### src/rtl/pmic_regs_pkg.sv
// Shared offsets, field positions, reset values and carrier types of the shutdown and rail bank
package pmic_regs_pkg;

  // Register offsets on the control port
  localparam logic [7:0] OFF_SHUTDOWN_CAUSE = 8'h05;  // shutdown_cause_flags
  localparam logic [7:0] OFF_RAIL_B_VOLTAGE = 8'h21;  // rail_b_voltage_ctrl
  localparam logic [7:0] OFF_RAIL_C_DECAY   = 8'h22;  // rail_c_decay_ctrl
  localparam logic [7:0] OFF_RAIL_C_VOLTAGE = 8'h23;  // rail_c_voltage_code
  localparam logic [7:0] OFF_RAIL_C_SLEEP   = 8'h24;  // rail_c_sleep_code

  // Shutdown cause bit positions
  localparam int BIT_CRIT_TEMP   = 0;  // critical_temp_cause
  localparam int BIT_POWER_FAULT = 1;  // power_fault_cause
  localparam int BIT_UNDERVOLT   = 2;  // undervoltage_cause
  localparam int BIT_COLD_OFF    = 3;  // cold_off_cause, tied low here
  localparam int NUM_CAUSES      = 3;  // Flags that hardware can set

  // Rail register field positions
  localparam int VID_MSB = 7;  // Voltage code top bit
  localparam int VID_LSB = 1;  // Voltage code bottom bit
  localparam int LOW_BIT = 0;  // Decay, sleep enable or reserved bit

  // Reset values
  localparam logic [2:0] RST_CAUSE         = 3'h0;   // No cause recorded
  localparam logic [7:0] RST_RAIL_B_VOLTAGE = 8'h50;  // Code 28h, active slew
  localparam logic [7:0] RST_RAIL_C_DECAY   = 8'h70;  // Don't-care 38h, active slew
  localparam logic [7:0] RST_RAIL_C_VOLTAGE = 8'h70;  // Code 38h
  localparam logic [7:0] RST_RAIL_C_SLEEP   = 8'h70;  // Code 38h, sleep disabled

  // Voltage step granularities in millivolts
  localparam logic [4:0] STEP_FINE_MV   = 5'h0a;  // 10 mV range
  localparam logic [4:0] STEP_COARSE_MV = 5'h19;  // 25 mV range

  // One rail's regulation controls
  typedef struct packed {
    logic [6:0] code;   // Output voltage code
    logic       decay;  // 1 = passive decay, 0 = active slew down
  } rail_ctrl_t;

  // Shutdown events from the protection logic
  typedef struct packed {
    logic undervolt;    // Supply fell below 5.4 V
    logic power_fault;  // Unmasked rail power fault
    logic crit_temp;    // Die above critical threshold
  } cause_events_t;

endpackage

### src/rtl/shutdown_cause_and_rail_vid_regs.sv
// Shutdown cause flags and second/third step-down rail voltage and decay registers
`timescale 1ns/1ps

module shutdown_cause_and_rail_vid_regs #(
  parameter bit SLEEP_PIN_SEL   = 1'b0,  // Factory choice: 0 = pin a, 1 = pin b
  parameter bit FINE_STEP_RANGE = 1'b1   // Factory choice: 1 = 10 mV, 0 = 25 mV steps
) (
  input  wire logic                        sys_clk,              // 10 MHz logic clock
  input  wire logic                        rst,                  // Async reset, active high
  input  wire logic [7:0]                  reg_addr,             // Register offset
  input  wire logic [7:0]                  reg_wdata,            // Write data
  input  wire logic                        reg_wr,               // Write strobe, one cycle
  input  wire logic                        reg_rd,               // Read strobe, one cycle
  output logic [7:0]                       reg_rdata,            // Read data, held
  output logic                             reg_rvalid,           // Read data valid pulse
  input  wire pmic_regs_pkg::cause_events_t shutdown_events,     // Async shutdown levels
  input  wire logic                        sleep_control_pin_a,  // Async sleep pin a
  input  wire logic                        sleep_control_pin_b,  // Async sleep pin b
  output pmic_regs_pkg::rail_ctrl_t        rail_b,               // Second rail controls
  output pmic_regs_pkg::rail_ctrl_t        rail_c,               // Third rail controls
  output logic                             rail_c_sleep_active,  // Third rail in sleep
  output logic [4:0]                       vid_step_mv,          // Code step size in mV
  output logic                             shutdown_indicator_set, // Pulse to interrupt reg
  output logic                             causes_pending        // Any cause flag still set
);

  // Address match, used by both the read and the write decode
  function automatic logic addr_is(input logic [7:0] addr, input logic [7:0] off);
    addr_is = (addr == off);
  endfunction

  // Storage
  logic [2:0] cause;            // Hardware-set shutdown cause flags
  logic [7:0] rail_b_reg;       // rail_b_voltage_ctrl
  logic [7:0] rail_c_decay_reg; // rail_c_decay_ctrl
  logic [7:0] rail_c_vid_reg;   // rail_c_voltage_code
  logic [7:0] rail_c_sleep_reg; // rail_c_sleep_code

  // Synchronisers for the analog-side events and sleep pins
  logic [2:0] event_meta;       // First stage, read by second stage only
  logic [2:0] event_sync;       // Safe event levels
  logic [2:0] event_prev;       // For rising edge detect
  logic [1:0] pin_meta;         // First stage of the sleep pins
  logic [1:0] pin_sync;         // Safe sleep pin levels
  logic       sleep_prev;       // Selected pin, one cycle back

  // Write decode
  wire wr_cause    = reg_wr & addr_is(reg_addr, pmic_regs_pkg::OFF_SHUTDOWN_CAUSE);
  wire wr_rail_b   = reg_wr & addr_is(reg_addr, pmic_regs_pkg::OFF_RAIL_B_VOLTAGE);
  wire wr_c_decay  = reg_wr & addr_is(reg_addr, pmic_regs_pkg::OFF_RAIL_C_DECAY);
  wire wr_c_vid    = reg_wr & addr_is(reg_addr, pmic_regs_pkg::OFF_RAIL_C_VOLTAGE);
  wire wr_c_sleep  = reg_wr & addr_is(reg_addr, pmic_regs_pkg::OFF_RAIL_C_SLEEP);

  // Event edges: a level held high records its cause only once
  wire [2:0] cause_rise = event_sync & ~event_prev;

  // Host clear mask, bit 3 ignored since cold-off is not stored
  wire [2:0] cause_clear = wr_cause ? reg_wdata[2:0] : 3'h0;

  // Set beats clear so an event in the clearing cycle is kept
  wire [2:0] next_cause = (cause & ~cause_clear) | cause_rise;

  // Sleep pin selection and entry detect
  wire sleep_pin   = SLEEP_PIN_SEL ? pin_sync[1] : pin_sync[0];
  wire sleep_en    = rail_c_sleep_reg[pmic_regs_pkg::LOW_BIT];
  wire sleep_entry = sleep_en & sleep_pin & ~sleep_prev;

  // Rail C code: sleep entry overrides a host write in the same cycle
  wire [7:0] next_rail_c_vid =
    sleep_entry ? {rail_c_sleep_reg[pmic_regs_pkg::VID_MSB:pmic_regs_pkg::VID_LSB],
                   rail_c_vid_reg[pmic_regs_pkg::LOW_BIT]}
                : (wr_c_vid ? reg_wdata : rail_c_vid_reg);

  // Read mux; unmapped offsets answer zero
  wire [7:0] cause_view = {4'h0, 1'b0, cause};
  wire [7:0] next_rdata =
    addr_is(reg_addr, pmic_regs_pkg::OFF_SHUTDOWN_CAUSE) ? cause_view       :
    addr_is(reg_addr, pmic_regs_pkg::OFF_RAIL_B_VOLTAGE) ? rail_b_reg       :
    addr_is(reg_addr, pmic_regs_pkg::OFF_RAIL_C_DECAY)   ? rail_c_decay_reg :
    addr_is(reg_addr, pmic_regs_pkg::OFF_RAIL_C_VOLTAGE) ? rail_c_vid_reg   :
    addr_is(reg_addr, pmic_regs_pkg::OFF_RAIL_C_SLEEP)   ? rail_c_sleep_reg :
                                                           8'h00;

  // Two-flop synchronisers, then one flop for the edge detect
  always_ff @(posedge sys_clk or posedge rst)
  begin
    if (rst)
    begin
      event_meta <= 3'h0;
      event_sync <= 3'h0;
      event_prev <= 3'h0;
      pin_meta   <= 2'h0;
      pin_sync   <= 2'h0;
      sleep_prev <= 1'b0;
    end
    else
    begin
      event_meta <= shutdown_events;
      event_sync <= event_meta;
      event_prev <= event_sync;
      pin_meta   <= {sleep_control_pin_b, sleep_control_pin_a};
      pin_sync   <= pin_meta;
      sleep_prev <= sleep_pin;
    end
  end

  // Shutdown cause flags and the indicator hand-off
  always_ff @(posedge sys_clk or posedge rst)
  begin
    if (rst)
    begin
      cause                  <= pmic_regs_pkg::RST_CAUSE;
      shutdown_indicator_set <= 1'b0;
      causes_pending         <= 1'b0;
    end
    else
    begin
      cause                  <= next_cause;
      shutdown_indicator_set <= |cause_rise;
      causes_pending         <= |next_cause;
    end
  end

  // Rail control registers; read/write storage, with the rail C code also loaded on a sleep entry
  always_ff @(posedge sys_clk or posedge rst)
  begin
    if (rst)
    begin
      rail_b_reg       <= pmic_regs_pkg::RST_RAIL_B_VOLTAGE;
      rail_c_decay_reg <= pmic_regs_pkg::RST_RAIL_C_DECAY;
      rail_c_vid_reg   <= pmic_regs_pkg::RST_RAIL_C_VOLTAGE;
      rail_c_sleep_reg <= pmic_regs_pkg::RST_RAIL_C_SLEEP;
    end
    else
    begin
      if (wr_rail_b)
        rail_b_reg <= reg_wdata;
      if (wr_c_decay)
        rail_c_decay_reg <= reg_wdata;
      if (wr_c_sleep)
        rail_c_sleep_reg <= reg_wdata;
      rail_c_vid_reg <= next_rail_c_vid;
    end
  end

  // Read port: data one cycle after the strobe, held until the next read
  always_ff @(posedge sys_clk or posedge rst)
  begin
    if (rst)
    begin
      reg_rdata  <= 8'h00;
      reg_rvalid <= 1'b0;
    end
    else
    begin
      reg_rvalid <= reg_rd;
      if (reg_rd)
        reg_rdata <= next_rdata;
    end
  end

  // Sleep state and step-size outputs
  always_ff @(posedge sys_clk or posedge rst)
  begin
    if (rst)
    begin
      rail_c_sleep_active <= 1'b0;
      vid_step_mv         <= pmic_regs_pkg::STEP_COARSE_MV;
    end
    else
    begin
      rail_c_sleep_active <= sleep_en & sleep_pin;
      vid_step_mv         <= FINE_STEP_RANGE ? pmic_regs_pkg::STEP_FINE_MV
                                             : pmic_regs_pkg::STEP_COARSE_MV;
    end
  end

  // Rail outputs straight from the stored bits; upper decay bits stay unused
  assign rail_b.code  = rail_b_reg[pmic_regs_pkg::VID_MSB:pmic_regs_pkg::VID_LSB];
  assign rail_b.decay = rail_b_reg[pmic_regs_pkg::LOW_BIT];
  assign rail_c.code  = rail_c_vid_reg[pmic_regs_pkg::VID_MSB:pmic_regs_pkg::VID_LSB];
  assign rail_c.decay = rail_c_decay_reg[pmic_regs_pkg::LOW_BIT];
endmodule

### config.mk
export PLATFORM = sky130hd
export DESIGN_NAME = shutdown_cause_and_rail_vid_regs
export DESIGN_NICKNAME = d
export VERILOG_FILES = /design/src/rtl/pmic_regs_pkg.sv /design/src/rtl/shutdown_cause_and_rail_vid_regs.sv
export SDC_FILE = /design/constraint.sdc
export NUM_CORES = 1
export LEC_CHECK = 0
export ABC_AREA = 1
export BUFFER_PORTS_ARGS = -buffer_cell sky130_fd_sc_hd__buf_2
export CAP_MARGIN = 20
export CELL_PAD_IN_SITES_DETAIL_PLACEMENT = 1
export CELL_PAD_IN_SITES_GLOBAL_PLACEMENT = 1
export CORE_ASPECT_RATIO = 0.5
export CORE_MARGIN = 3
export CORE_UTILIZATION = 42
export CTS_BUF_LIST = sky130_fd_sc_hd__clkbuf_2
export CTS_CLUSTER_SIZE = 20
export DETAILED_ROUTE_END_ITERATION = 16
export PLACE_DENSITY = 0.89
export SLEW_MARGIN = 5
export SYNTH_ARGS = -nofsm -noshare
export SYNTH_HDL_FRONTEND = slang
export SYNTH_SLANG_ARGS = --single-unit
### constraint.sdc
create_clock -name sys_clk -period 2.3 [get_ports sys_clk]
set_input_delay 0.345 -clock sys_clk [delete_from_list [all_inputs] [get_ports sys_clk]]
set_output_delay 0.345 -clock sys_clk [all_outputs]
set_load 0.005 [all_outputs]
==> summary.txt <==
Critical path
  • Arrival time worst endpoint: 1.17 ns
  • Worst-path maximum fanout: 3
  • Crit path cell chain: buf_2
  • CP max stage delay: 0.57 ns
  • Kind of critical path: reg -> out
  • Element type at the critical path start: flip-flop
  • Worst endpoint required time: 1.96 ns
  • Levels on crit path: 1
  • Worst r2r path cells: 8
  • Worst path bufs/invs: 1
  • Slowest CP cell: dfstp_2
  • Reg2reg start: rail_c_sleep_reg[0]$_DFFE_PP0P_
  • FF-to-FF setup slack: 0.87 ns
  • CP top delay family: flip-flops
  • R2R Path End: rail_c_vid_reg[1]$_DFFE_PP0P_
  • Worst setup EP type: output pin

Synth
  • #FFs+latches synth: 61
  • Post-synthesis sequential area ratio: 0.5505
  • Cell variety after synth: 25
  • Cells after Synth: 318
  • Syn avg cell area: 8.806 µm²
  • Netlist Area Pre-Place: 0.002800 mm²
  • Yosys warns: 0

Final layout
  • Fillers: 785
  • Syn-to-layout area delta: 14.92%
  • Ratio of cells with drive above 1 in the final layout: 0.2689
  • Sequential standard cell area: 0.001541 mm²
  • Antenna cells: 0
  • Final Net Count: 403
  • Commonest non-fill, non-tap cells in the layout: 81 x nand2_1, 54 x buf_2, 49 x dfrtp_1
  • Finished Layout Cells: 471
  • Most common cell after layout, fill and taps aside: nand2_1
  • Util after Layout: 0.5144
  • Multi-input gate area: 960.9 µm²
  • Finished Cell Area: 0.003218 mm²

STA
  • Crit share post-route: 0.6603
  • Slew margin rel.: 0.5743
  • Hold Fails Final Rpt: 0
  • Final worst slack: 0.7812 ns
  • Final Critical Period: 1.519 ns
  • Post-route setup TNS: 0 ns
  • Max Clk Rate: 658.4 MHz
  • Max Slew Vio Count: 0
  • Clock skew: 0.01422 ns
  • Slew of the pin with the lowest slew margin: 0.6319 ns
  • Unrepaired setup endpoints after global routing: no
  • Hold Worst Slack: 0.07463 ns
  • Final setup viols: 0

Floorplanning
  • Die width: 121.5 µm
  • Initial Util: 0.4476
  • Die area: 0.007742 mm²
  • I/O pins: 58
  • Die H: 63.74 µm
  • Core area: 0.006256 mm²
  • Cell row count: 20

Min path
  • Hold Crit Start: reg_wdata[5]
  • Hold/Removal Path Class: in -> reg
  • Hold path cells: 3
  • Hold path endpoint: rail_c_vid_reg[5]$_DFFE_PP1P_

Flow run
  • Max-cap violations: 0

CTS
  • CTS tree: built
  • Clock slew at reported path FFs: 0.16 ns
  • CTS Sinks: 61
  • Max clock buf depth: 2
  • TritonCTS Buffers: 9
  • Clock root buffer: clkbuf_2
  • Worst skew pair latency: 0.50 ns
  • H-tree depth: 3

Routing
  • Routed Antenna Nets: 0
  • Via Count: 2344
  • Post-Route WL: 7.190 mm
  • Drt first pass iters: 4
  • Post-route DRC: 0
  • Vias per cell: 4.977
  • Detailed-route wire length per cell: 15.27 µm
  • Drt initial violations: 113

Status
  • Status: complete, no violations

Global route
  • Largest net degree at the start of global routing: 25
  • GRT Overall Usage: 0.2009
  • Vias in the first global route: 2498
  • Initial antenna violation count: 0
  • GRT overflow: 0
  • First-pass GRT wire length: 11.83 mm

Place
  • IO Port Bufs: 54
  • Detailed placement HPWL: 5.347 mm
  • # placed instances: 449
  • Placed Area: 0.003078 mm²
  • Pre-CTS setup slack: 0.4007 ns
  • Routability-driven placement congestion ratio: 0.7994

Power and ir drop
  • Leakage Power: 1.668 nW
  • Pwr/cell area: 652.0 mW/mm²
  • Total power: 2.098 mW
  • Peak supply drop: 0.3244 mV
==> cells in the mapped netlist <==
cell / number / area share
nand2_1: 81 / 0.11
dfrtp_1: 49 / 0.44
inv_1: 43 / 0.058
nor2_1: 27 / 0.036
o21ai_0: 26 / 0.046
nand3_1: 24 / 0.043
buf_4: 12 / 0.032
dfstp_2: 12 / 0.11
o211ai_1: 7 / 0.019
nor2_4: 5 / 0.020
o21a_1: 5 / 0.013
buf_6: 4 / 0.016
nand2_2: 3 / 0.0067
nand4_1: 3 / 0.0067
or2_2: 3 / 0.0067
a21oi_1: 2 / 0.0036
conb_1: 2 / 0.0027
nand3_2: 2 / 0.0071
o21ai_1: 2 / 0.0036
and3_1: 1 / 0.0022
buf_2: 1 / 0.0018
inv_2: 1 / 0.0013
nand3_4: 1 / 0.0063
nand3b_1: 1 / 0.0027
nor3_4: 1 / 0.0058
==> layer usage <==
| layer | GRT usage | routed length (µm) |
|---|---|---|
| met5 | 0 | 0 |
| met4 | 0.08101 | 164 |
| met3 | 0.06631 | 418 |
| met2 | 0.3656 | 3691 |
| met1 | 0.2165 | 2917 |
==> power breakdown <==
part | leakage [nW] | switching, mW | total [mW] | internal, mW
registers | 0.720 | 0.0562 | 1.25 | 1.19
clock network | 0.0660 | 0.379 | 0.541 | 0.162
logic | 0.882 | 0.180 | 0.311 | 0.131
==> worst max-delay path by stage <==
stage	startpoint	slack [ns]	to
3_5_place_dp	reg_addr[0]	0.40	rail_c_sleep_reg[3]$_DFFE_PP0P_
5_1_grt	rail_c_sleep_reg[0]$_DFFE_PP0P_	0.70	rail_c_vid_reg[7]$_DFFE_PP0P_
6_report	rail_b[6]$_DFFE_PP1P_	0.78	rail_b[6]
2_1_floorplan	rst	0.46	cause[0]$_DFF_PP0_
3_3_place_gp	reg_addr[0]	0.54	rail_c_sleep_reg[0]$_DFFE_PP0P_
4_1_cts	rail_b[6]$_DFFE_PP1P_	0.74	rail_b[6]
==> area by class of cell <==
type / instances / area share
clock inverter: 2 / 0.003110
multi-input combinational: 198 / 0.2986
sequential: 61 / 0.4790
clock buffer: 14 / 0.02177
tap: 88 / 0.03421
timing repair buffer: 64 / 0.1120
inverter: 44 / 0.05132
==> kinds of logic (layout without fill, tap and decap cells) <==
group	count (synthesis)	count (layout)	share of synthesized area
AO/OA/AOI/OAI	42	42	0.08579
buffers and inverters	61	124	0.1090
flip-flops	61	61	0.5505
other	2	4	0.002682
AND/OR/NAND/NOR	152	152	0.2520
==> timing repair <==
action | CTS | global route
setup buffers | 0 | 0
hold buffers | 5 | 1
hold endpoints to repair | 25 | 1
gates resized for setup | 0 | 0
No activity file was read; power rests on OpenSTA's default activity.
